### config.mk
export PLATFORM = sky130hd
export DESIGN_NAME = voltage_measurement_sequencer
export DESIGN_NICKNAME = d
export VERILOG_FILES = /design/src/design/meas_pkg.sv /design/src/design/settle_timer.sv /design/src/design/scale_unit.sv /design/src/design/voltage_measurement_sequencer.sv
export SDC_FILE = /design/constraint.sdc
export NUM_CORES = 2
export LEC_CHECK = 0
export BUFFER_PORTS_ARGS = -buffer_cell sky130_fd_sc_hd__buf_4
export CORE_UTILIZATION = 42
export DETAILED_ROUTE_END_ITERATION = 10
export PLACE_DENSITY = 0.57
export SETUP_SLACK_MARGIN = 0.02
export SYNTH_ARGS = -nofsm -noshare
export SYNTH_HDL_FRONTEND = slang
export SYNTH_HIERARCHICAL = 1
export SYNTH_SLANG_ARGS = --single-unit
### constraint.sdc
create_clock -name mclk -period 8.6 [get_ports mclk]
set_input_delay 0.43 -clock mclk [delete_from_list [all_inputs] [get_ports mclk]]
set_output_delay 0.43 -clock mclk [all_outputs]
set_load 0.02 [all_outputs]
### src/design/meas_pkg.sv
// Purpose: shared constants and carriers for the voltage measurement sequencer
// Assumes: one 100 MHz clock, synchronous active-low reset
// Notes: register map sits on an AHB-Lite slave
package meas_pkg;
    localparam int CLK_MHZ = 100;
    localparam int DATA_W = 24;
    localparam int CHAN_W = 4;
    // register byte offsets
    localparam logic [7:0] OFF_CTRL = 8'h00;
    localparam logic [7:0] OFF_CFG = 8'h04;
    localparam logic [7:0] OFF_SETTLE = 8'h08;
    localparam logic [7:0] OFF_MULT = 8'h0C;
    localparam logic [7:0] OFF_OFFSET = 8'h10;
    localparam logic [7:0] OFF_RESULT = 8'h14;
    localparam logic [7:0] OFF_STATUS = 8'h18;
    localparam logic [7:0] OFF_IRQ_STAT = 8'h1C;
    localparam logic [7:0] OFF_IRQ_EN = 8'h20;
    localparam logic [7:0] OFF_IRQ_CLR = 8'h24;
    // cfg register field positions
    localparam int CFG_RANGE_LSB = 0;
    localparam int CFG_NOTCH_LSB = 4;
    localparam int CFG_CHAN_LSB = 8;
    localparam int CFG_DIFF_BIT = 12;
    localparam int CFG_EXC_EN_BIT = 13;
    localparam int CFG_IREV_BIT = 14;
    localparam int CFG_XREV_BIT = 15;
    localparam int CFG_EXC_MV_LSB = 16;
    // reset values
    localparam logic [31:0] CFG_RESET = 32'h0000_0000;
    localparam logic [31:0] SETTLE_RESET = 32'h0000_0064;
    localparam logic [31:0] MULT_RESET = 32'h0001_0000;
    localparam logic [31:0] OFFSET_RESET = 32'h0000_0000;
    localparam logic [31:0] NAN_CODE = 32'h7FC0_0000;
    // settling delay unit: microseconds, cycles per unit derived from rate
    localparam int SETTLE_UNIT_NS = 1000;
    localparam int SETTLE_UNIT_CYC = SETTLE_UNIT_NS * CLK_MHZ / 1000;
    localparam int IRQ_W = 2;
    localparam int IRQ_DONE = 0;
    localparam int IRQ_OVR = 1;

    typedef struct packed {
        logic [3:0] range_sel;
        logic [3:0] first_notch_frequency;
        logic [CHAN_W-1:0] channel;
        logic differential_channel;
        logic exc_enable;
        logic input_reverse;
        logic excitation_reverse;
        logic [15:0] excitation_level_mv;
    } meas_cfg_s;

    typedef struct packed {
        logic [3:0] gain;
        logic [3:0] first_notch_frequency;
        logic [CHAN_W-1:0] mux_high;
        logic [CHAN_W-1:0] mux_low;
        logic low_to_ground;
        logic swap_inputs;
        logic exc_on;
        logic exc_invert;
        logic [15:0] excitation_level_mv;
    } afe_ctrl_s;

    typedef enum logic [3:0] {
        ST_IDLE = 4'b0000,
        ST_GAIN = 4'b0001,
        ST_EXC = 4'b0011,
        ST_MUX = 4'b0010,
        ST_SETTLE = 4'b0110,
        ST_CONV = 4'b0111,
        ST_WAIT = 4'b0101,
        ST_NEXT = 4'b0100,
        ST_SCALE = 4'b1100,
        ST_DONE = 4'b1101
    } seq_state_e;
endpackage

### src/design/settle_timer.sv
// Purpose: settling delay counter with a microsecond tick divider
// Assumes: load pulse starts a count of settle units
// Notes: a zero delay still waits one unit tick
module settle_timer #(
    parameter int UNIT_CYC = meas_pkg::SETTLE_UNIT_CYC
) (
    input wire logic mclk,
    input wire logic reset_n,
    input wire logic load,
    input wire logic [31:0] units,
    output logic expired
);
    logic [15:0] div;
    logic [31:0] remain;
    logic running;
    logic tick;

    assign tick = running && (div == 16'(UNIT_CYC - 1));

    always_ff @(posedge mclk) begin
        if (!reset_n || load || tick) begin
            div <= 16'h0000;
        end else if (running) begin
            div <= div + 16'h0001;
        end
    end

    always_ff @(posedge mclk) begin
        if (!reset_n) begin
            running <= 1'b0;
            remain <= 32'h0000_0000;
            expired <= 1'b0;
        end else if (load) begin
            running <= 1'b1;
            remain <= (units == 32'h0000_0000) ? 32'h0000_0001 : units;
            expired <= 1'b0;
        end else if (tick) begin
            remain <= remain - 32'h0000_0001;
            if (remain == 32'h0000_0001) begin
                running <= 1'b0;
                expired <= 1'b1;
            end
        end else begin
            expired <= 1'b0;
        end
    end
endmodule // settle_timer

### src/design/scale_unit.sv
// Purpose: result = raw * mult (Q16.16) + offset, or not-a-number on overrange
// Assumes: start pulse with stable operands
// Notes: one cycle multiply, one cycle add
module scale_unit (
    input wire logic mclk,
    input wire logic reset_n,
    input wire logic start,
    input wire logic signed [31:0] raw,
    input wire logic overrange,
    input wire logic signed [31:0] mult,
    input wire logic signed [31:0] offset,
    output logic valid,
    output logic [31:0] result
);
    logic signed [63:0] prod;
    logic stage;
    logic ovr_q;

    always_ff @(posedge mclk) begin
        if (!reset_n) begin
            prod <= 64'sh0;
            stage <= 1'b0;
            ovr_q <= 1'b0;
        end else begin
            stage <= start;
            if (start) begin
                prod <= raw * mult;
                ovr_q <= overrange;
            end
        end
    end

    // multiply first, then offset
    always_ff @(posedge mclk) begin
        if (!reset_n) begin
            valid <= 1'b0;
            result <= 32'h0000_0000;
        end else begin
            valid <= stage;
            if (stage) begin
                result <= ovr_q ? meas_pkg::NAN_CODE : (32'(prod >>> 16) + offset);
            end
        end
    end
endmodule // scale_unit

### src/design/voltage_measurement_sequencer.sv
// Purpose: sequences one voltage measurement over an AHB-Lite register file
// Assumes: converter answers conv_start with conv_valid later; config stable while busy
// Notes: zero wait state slave; one cycle per setup step
//
// The register offsets and register access over AHB-Lite are this design's own decisions.
module voltage_measurement_sequencer (
    input wire logic mclk,
    input wire logic reset_n,
    input wire logic hsel,
    input wire logic [31:0] haddr,
    input wire logic [1:0] htrans,
    input wire logic hwrite,
    input wire logic [2:0] hsize,
    input wire logic [31:0] hwdata,
    input wire logic hready,
    output logic [31:0] hrdata,
    output logic hreadyout,
    output logic hresp,
    output meas_pkg::afe_ctrl_s afe,
    output logic conv_start,
    input wire logic conv_valid,
    input wire logic signed [meas_pkg::DATA_W-1:0] conv_data,
    input wire logic conv_overrange,
    output logic busy,
    output logic done,
    output logic irq
);
    localparam int DW = meas_pkg::DATA_W;

    meas_pkg::seq_state_e state;
    meas_pkg::meas_cfg_s cfg;
    logic [31:0] cfg_word;
    logic [31:0] settle_delay;
    logic [31:0] mult;
    logic [31:0] offset;
    logic [31:0] result;
    logic [meas_pkg::IRQ_W-1:0] irq_stat;
    logic [meas_pkg::IRQ_W-1:0] irq_en;
    logic [1:0] pass;
    logic [1:0] pass_total;
    logic signed [31:0] accum;
    logic ovr_seen;
    logic settle_load;
    logic settle_done;
    logic scale_go;
    logic scale_valid;
    logic [31:0] scale_result;
    logic start_req;
    logic dp_write;
    logic [7:0] dp_addr;
    logic [1:0] dirs;
    logic signed [31:0] sample;

    // bus: zero wait state, always OKAY
    assign hreadyout = 1'b1;
    assign hresp = 1'b0;

    always_ff @(posedge mclk) begin
        if (!reset_n) begin
            dp_write <= 1'b0;
            dp_addr <= 8'h00;
        end else if (hready) begin
            dp_write <= hsel && htrans[1] && hwrite;
            dp_addr <= haddr[7:0];
        end
    end

    always_ff @(posedge mclk) begin
        if (!reset_n) begin
            hrdata <= 32'h0000_0000;
        end else if (hready && hsel && htrans[1] && !hwrite) begin
            case (haddr[7:0])
                meas_pkg::OFF_CTRL: hrdata <= 32'h0000_0000;
                meas_pkg::OFF_CFG: hrdata <= cfg_word;
                meas_pkg::OFF_SETTLE: hrdata <= settle_delay;
                meas_pkg::OFF_MULT: hrdata <= mult;
                meas_pkg::OFF_OFFSET: hrdata <= offset;
                meas_pkg::OFF_RESULT: hrdata <= result;
                meas_pkg::OFF_STATUS: hrdata <= {28'h000_0000, state};
                meas_pkg::OFF_IRQ_STAT: hrdata <= 32'(irq_stat);
                meas_pkg::OFF_IRQ_EN: hrdata <= 32'(irq_en);
                default: hrdata <= 32'h0000_0000;
            endcase
        end
    end

    always_ff @(posedge mclk) begin
        if (!reset_n) begin
            cfg_word <= meas_pkg::CFG_RESET;
            settle_delay <= meas_pkg::SETTLE_RESET;
            mult <= meas_pkg::MULT_RESET;
            offset <= meas_pkg::OFFSET_RESET;
            irq_en <= '0;
        end else if (dp_write && !busy) begin
            case (dp_addr)
                meas_pkg::OFF_CFG: cfg_word <= hwdata;
                meas_pkg::OFF_SETTLE: settle_delay <= hwdata;
                meas_pkg::OFF_MULT: mult <= hwdata;
                meas_pkg::OFF_OFFSET: offset <= hwdata;
                meas_pkg::OFF_IRQ_EN: irq_en <= hwdata[meas_pkg::IRQ_W-1:0];
                default: ;
            endcase
        end else if (dp_write && dp_addr == meas_pkg::OFF_IRQ_EN) begin
            irq_en <= hwdata[meas_pkg::IRQ_W-1:0];
        end
    end

    // start is a write of bit 0 to ctrl; ignored while busy
    assign start_req = dp_write && (dp_addr == meas_pkg::OFF_CTRL) && hwdata[0] && !busy;

    always_ff @(posedge mclk) begin
        if (!reset_n) begin
            cfg <= '0;
        end else if (start_req) begin
            cfg.range_sel <= cfg_word[meas_pkg::CFG_RANGE_LSB +: 4];
            cfg.first_notch_frequency <= cfg_word[meas_pkg::CFG_NOTCH_LSB +: 4];
            cfg.channel <= cfg_word[meas_pkg::CFG_CHAN_LSB +: meas_pkg::CHAN_W];
            cfg.differential_channel <= cfg_word[meas_pkg::CFG_DIFF_BIT];
            cfg.exc_enable <= cfg_word[meas_pkg::CFG_EXC_EN_BIT];
            cfg.input_reverse <= cfg_word[meas_pkg::CFG_IREV_BIT];
            cfg.excitation_reverse <= cfg_word[meas_pkg::CFG_XREV_BIT];
            cfg.excitation_level_mv <= cfg_word[meas_pkg::CFG_EXC_MV_LSB +: 16];
        end
    end

    // input reverse only meaningful on a differential channel
    always_comb begin
        dirs = {cfg.excitation_reverse && cfg.exc_enable,
                cfg.input_reverse && cfg.differential_channel};
        pass_total = 2'd0;
        case (dirs)
            2'b00: pass_total = 2'd0;
            2'b01: pass_total = 2'd1;
            2'b10: pass_total = 2'd1;
            default: pass_total = 2'd3;
        endcase
    end

    // pass bit0 swaps inputs, bit1 inverts excitation (packed per enabled flag)
    logic swap_now;
    logic xinv_now;
    always_comb begin
        swap_now = 1'b0;
        xinv_now = 1'b0;
        case (dirs)
            2'b01: swap_now = pass[0];
            2'b10: xinv_now = pass[0];
            2'b11: begin
                swap_now = pass[0];
                xinv_now = pass[1];
            end
            default: ;
        endcase
    end

    always_ff @(posedge mclk) begin
        if (!reset_n) begin
            state <= meas_pkg::ST_IDLE;
            pass <= 2'd0;
        end else begin
            case (state)
                meas_pkg::ST_IDLE: if (start_req) begin
                    state <= meas_pkg::ST_GAIN;
                    pass <= 2'd0;
                end
                meas_pkg::ST_GAIN: state <= meas_pkg::ST_EXC;
                meas_pkg::ST_EXC: state <= meas_pkg::ST_MUX;
                meas_pkg::ST_MUX: state <= meas_pkg::ST_SETTLE;
                meas_pkg::ST_SETTLE: state <= meas_pkg::ST_CONV;
                meas_pkg::ST_CONV: if (settle_done) state <= meas_pkg::ST_WAIT;
                meas_pkg::ST_WAIT: if (conv_valid) state <= meas_pkg::ST_NEXT;
                meas_pkg::ST_NEXT: begin
                    if (pass == pass_total) begin
                        state <= meas_pkg::ST_SCALE;
                    end else begin
                        pass <= pass + 2'd1;
                        state <= meas_pkg::ST_MUX;
                    end
                end
                meas_pkg::ST_SCALE: if (scale_valid) state <= meas_pkg::ST_DONE;
                meas_pkg::ST_DONE: state <= meas_pkg::ST_IDLE;
                default: state <= meas_pkg::ST_IDLE;
            endcase
        end
    end

    assign settle_load = (state == meas_pkg::ST_SETTLE);
    assign conv_start = (state == meas_pkg::ST_CONV) && settle_done;
    assign busy = (state != meas_pkg::ST_IDLE);
    assign done = (state == meas_pkg::ST_DONE);
    assign scale_go = (state == meas_pkg::ST_NEXT) && (pass == pass_total);

    always_ff @(posedge mclk) begin
        if (!reset_n) begin
            afe <= '0;
        end else if (state == meas_pkg::ST_IDLE) begin
            afe.exc_on <= 1'b0;
        end else begin
            if (state == meas_pkg::ST_GAIN) begin
                afe.gain <= cfg.range_sel;
                afe.first_notch_frequency <= cfg.first_notch_frequency;
            end
            if (state == meas_pkg::ST_EXC) begin
                afe.exc_on <= cfg.exc_enable;
                afe.excitation_level_mv <= cfg.excitation_level_mv;
            end
            if (state == meas_pkg::ST_MUX) begin
                afe.mux_high <= cfg.channel;
                afe.mux_low <= cfg.channel;
                afe.low_to_ground <= !cfg.differential_channel;
                afe.swap_inputs <= swap_now;
                afe.exc_invert <= xinv_now;
            end
        end
    end

    // reversed passes are negated so summing cancels offsets
    assign sample = (afe.swap_inputs ^ afe.exc_invert) ? -32'(conv_data) : 32'(conv_data);

    always_ff @(posedge mclk) begin
        if (!reset_n || start_req) begin
            accum <= 32'sh0;
            ovr_seen <= 1'b0;
        end else if (state == meas_pkg::ST_WAIT && conv_valid) begin
            accum <= accum + sample;
            ovr_seen <= ovr_seen | conv_overrange;
        end
    end

    logic signed [31:0] averaged;
    assign averaged = (pass_total == 2'd3) ? (accum >>> 2) :
                      (pass_total == 2'd1) ? (accum >>> 1) : accum;

    settle_timer u_settle (
        .mclk(mclk),
        .reset_n(reset_n),
        .load(settle_load),
        .units(settle_delay),
        .expired(settle_done)
    );

    scale_unit u_scale (
        .mclk(mclk),
        .reset_n(reset_n),
        .start(scale_go),
        .raw(averaged),
        .overrange(ovr_seen),
        .mult(mult),
        .offset(offset),
        .valid(scale_valid),
        .result(scale_result)
    );

    always_ff @(posedge mclk) begin
        if (!reset_n) begin
            result <= 32'h0000_0000;
        end else if (scale_valid) begin
            result <= scale_result;
        end
    end

    // set wins over a clear in the same cycle
    logic [meas_pkg::IRQ_W-1:0] irq_set;
    logic [meas_pkg::IRQ_W-1:0] irq_clr;
    assign irq_set = {scale_valid && ovr_seen, scale_valid};
    assign irq_clr = (dp_write && dp_addr == meas_pkg::OFF_IRQ_CLR) ?
                     hwdata[meas_pkg::IRQ_W-1:0] : '0;

    always_ff @(posedge mclk) begin
        if (!reset_n) begin
            irq_stat <= '0;
        end else begin
            irq_stat <= (irq_stat & ~irq_clr) | irq_set;
        end
    end

    assign irq = |(irq_stat & irq_en);

    chk_gain_first: assert property (@(posedge mclk) disable iff (!reset_n)
        start_req |=> state == meas_pkg::ST_GAIN ##1 afe.gain == cfg.range_sel)
        else $error("gain not set first");
    chk_exc_before_mux: assert property (@(posedge mclk) disable iff (!reset_n)
        state == meas_pkg::ST_EXC |=> afe.exc_on == cfg.exc_enable && state == meas_pkg::ST_MUX)
        else $error("excitation not set before mux");
    chk_mux_ground: assert property (@(posedge mclk) disable iff (!reset_n)
        state == meas_pkg::ST_MUX |=> afe.low_to_ground == !cfg.differential_channel)
        else $error("mux low side wrong");
    chk_conv_after_settle: assert property (@(posedge mclk) disable iff (!reset_n)
        conv_start |-> settle_done && $past(state) == meas_pkg::ST_CONV)
        else $error("conversion before settle");
    chk_settle_then_conv: assert property (@(posedge mclk) disable iff (!reset_n)
        state == meas_pkg::ST_CONV && settle_done |=> state == meas_pkg::ST_WAIT)
        else $error("no conversion after settle");
    chk_pass_repeat: assert property (@(posedge mclk) disable iff (!reset_n)
        state == meas_pkg::ST_NEXT && pass != pass_total |=> state == meas_pkg::ST_MUX)
        else $error("reverse pass skipped");
    chk_scale_result: assert property (@(posedge mclk) disable iff (!reset_n)
        scale_go && !ovr_seen |-> ##3 result ==
            32'((64'(averaged) * 64'(signed'(mult))) >>> 16) + offset)
        else $error("scaling wrong");
    chk_nan_out: assert property (@(posedge mclk) disable iff (!reset_n)
        scale_go && ovr_seen |-> ##3 result == meas_pkg::NAN_CODE)
        else $error("overrange not nan");
    chk_busy_done: assert property (@(posedge mclk) disable iff (!reset_n)
        done |-> busy ##1 !busy && !done)
        else $error("done strobe wrong");
endmodule // voltage_measurement_sequencer

==> out/metrics.cfg <==
[sta]
setup_viol = 0
final_hold_viol_count = 0
rsz0062_at_grt = yes
fmax_ghz = 0.120
worst_hold_slack_ps = 54.3
slew_headroom_pct = 21.1
period_needed_ps = 8340
finClkSkew_ps = 47.5
worst_slew_pin_slew_ps = 1180
period_share_pct = 96.9
maxSlewViolCount = 0

[synth]
synth.avg_cell_area_sq_um = 8.79
async_flop_share_pct = 0
synth_edf_count = 0
synth-main-ff-cell = dfxtp_1
synth_most_common_cell = nand2_1
synth-seq-cells = 425
synthSimpleGateAreaFrac_pct = 18.8
yosysUniqueCellTypes = 102
synth_top_family_by_area = adder cells
synthMuxAreaShare_pct = 1.88
synthCells = 5716
synth_top_area_share_pct = 33.5
yosysWarnings = 6
synthTopCellsByArea = fa_1, dfxtp_1, nand2_1
syn_area_sq_um = 50300
synth-seq-area-share_pct = 16.9
synth.net_count = 6896
synth_commonest_cells = nand2_1, fa_1, inv_1
synth_compound_area_share_pct = 11.4
synth_xor_xnor_area_share_pct = 3.05
synthAdderAreaFrac_pct = 39.4
synth_largest_area_cell = fa_1

[placed_design]
port_buffers = 143
place.gp.congestion = 0.887
hpwlAfterDp_microns = 118000
post_dp_cell_area_sq_um = 53900

[final_layout]
multi_input_area_sq_um = 37900
drive_gt1_share_pct = 9.63
regArea_sq_um = 8510
syn_to_final_growth_pct = 12.0
finalNetCount = 6960
design_area_sq_um = 56300
fillers = 11500

[worst_setup_path]
cp_slowest_cell = fa_1
path_common_cell = fa_1
crit_fanout = 16
crit_type = flip-flop to flip-flop
cp_slowest_stage_delay_ps = 590
required_ps = 9120
critical-path-top-delay-family = adder cells
arrival_ps = 8850
critical_path_buf_inv_count = 6
start_kind = flip-flop
crit_path_end_kind = flip-flop

[pwr]
power_per_cell_area_nw_per_um2 = 91.3
ir_drop_mv = 0.149
total_power_mw = 5.14
p_leak_nw = 25.1

[grt]
grtUsageMet3_pct = 2.47
antenna_found_initial = 5
grt_pass1_vias = 40000
grtUsageTotal_pct = 24.8
grt_busiest_layer = met2
grt_pass1_wl_microns = 236000
use_met2_pct = 40.4
grt_max_degree = 187
grt.met1_usage_pct = 35.6
overflow = 0

[min_path]
hold_class = input pin to flip-flop

[floorplanning]
die_width_microns = 348
rows = 126
core_region_area_sq_um = 118000
initial_core_util_pct = 42.4
ios = 174
die_h_microns = 348
dieArea_sq_um = 121000

[clock_tree]
numCtsBuffers = 45
cts_tree = yes
cts_buffer_depth = 3
clock_sinks = 425
clkSlewWorstSetupHoldPaths_ps = 70
htree_levels = 2
root_buffer = clkbuf_16
clkLatencyLatePin_ps = 630

[route]
antenna_left = 0
vias_per_cell = 5.24
drt_wl_total_microns = 150000
wl_per_cell_microns = 20.2
num_vias = 38900
dr.first_iter.drc_count = 2839
firstDrtPassIters = 8
drcViolationCount = 0

[run]
drv_cap = 0

[run_status]
status = finished clean

sequential cells by signal (all words and copies together), names as in the netlist, 16 cells and up:
name	flops
result	32
afe	32
cfg	32
u_scale/result	32
u_settle/div	16
u_scale/prod	32
cfg_word	32
accum	32
u_settle/remain	32
offset	32
hrdata	32
mult	32
settle_delay	32
final cells by class:
class / instances / share of cell area (%)
multi-input cells: 4165 / 67.4
flip-flops and latches: 425 / 15.1
repair buffers: 357 / 5.81
inverters: 786 / 5.24
well taps: 1600 / 3.56
clock buffers: 60 / 2.28
clock inverters: 23 / 0.587
diodes: 2 / 0.00889
through the flow:
| stage | setup slack [ps] | util, % | TNS (ps) | std cells |
|---|---|---|---|---|
| after global placement | 132 | 45.5 | 0 | 7304 |
| after floorplan | 74.8 | - | 0 | 5716 |
| final | 263 | 47.5 | 0 | 7418 |
| after CTS | 35.5 | 46.9 | 0 | 7387 |
| after global routing | -6.86 | 47.5 | -9.61 | 7416 |
| after detailed placement | 37.3 | 45.5 | 0 | 7304 |
metal layers:
metal / wire length (microns) / share of wire (%)
met1: 69500 / 46
met2: 69100 / 46
met3: 7330 / 4.9
met4: 3930 / 2.6
met5: 0 / 0
logic make-up after synthesis:
| group | count (synthesis) |
|---|---|
| DFF | 425 |
| and+or+nand+nor | 1961 |
| other | 2 |
| buffers and inverters | 1126 |
| xor gates and xnor gates | 175 |
| muxes | 94 |
| AOI/OAI and AO/OA | 853 |
| adders and majority gates | 1080 |
where the power goes:
| part | leakage, nW | internal [mW] | switching, mW |
|---|---|---|---|
| sequential | 3.43 | 2.02 | 0.0806 |
| clock | 0.781 | 1.22 | 0.922 |
| combinational | 20.9 | 0.333 | 0.568 |
timing repair:
item / 4_1_cts / 5_1_grt
gates resized for setup: 1 / 70
pin swaps: 0 / 28
setup buffers: 0 / 23
hold buffers: 0 / 0
gates cloned: 0 / 6
setup endpoints to repair: 2 / 20
worst register-to-register path, delay by kind of cell, from the launching register on:
family | cells | cell delay [ps]
mux | 1 | 240
simple gates | 7 | 1060
flops | 1 | 360
compound gates | 5 | 960
buf+inv | 6 | 780
xor+xnor | 1 | 150
fa+ha+maj | 10 | 4700
worst paths after layout:
kind                            cells past startpoint                            end  slack, ps                           from
worst max-delay path                               30  u_scale/prod[46]$_SDFFE_PN0P_        260           cfg[18]$_SDFFE_PN0P_
worst min-delay path                                3          ovr_seen$_SDFFE_PP0P_         50                 conv_overrange
worst max register to register                     30  u_scale/prod[46]$_SDFFE_PN0P_        260           cfg[18]$_SDFFE_PN0P_
worst min register to register                      2  u_scale/prod[44]$_SDFFE_PN0P_        470  u_scale/prod[44]$_SDFFE_PN0P_
cell usage in the layout (no fill, tap or decap), drive strengths merged, types with 14 or more instances in the layout:
master  synthesis  layout
nand3          49      49
and2          450     450
clkbuf        323      67
nor2          144     144
inv           785     788
a31oi          25      25
nand2b         24      24
buf            17     350
a211oi         14      14
o21ai         176     176
a222oi         28      28
nor2b          80      80
a22oi          25      25
xor2           66      66
ha            240     240
a21oi         209     209
nand2        1029    1029
nor4           29      29
dfxtp         425     425
mux2i          91      91
a21boi        190     190
a21o           53      53
xnor2         109     109
and3           14      14
a22o           34      34
nand4          27      27
nor3           41      41
fa            840     840
or3            20      20
Note: power is estimated with default switching activity, not from simulation.
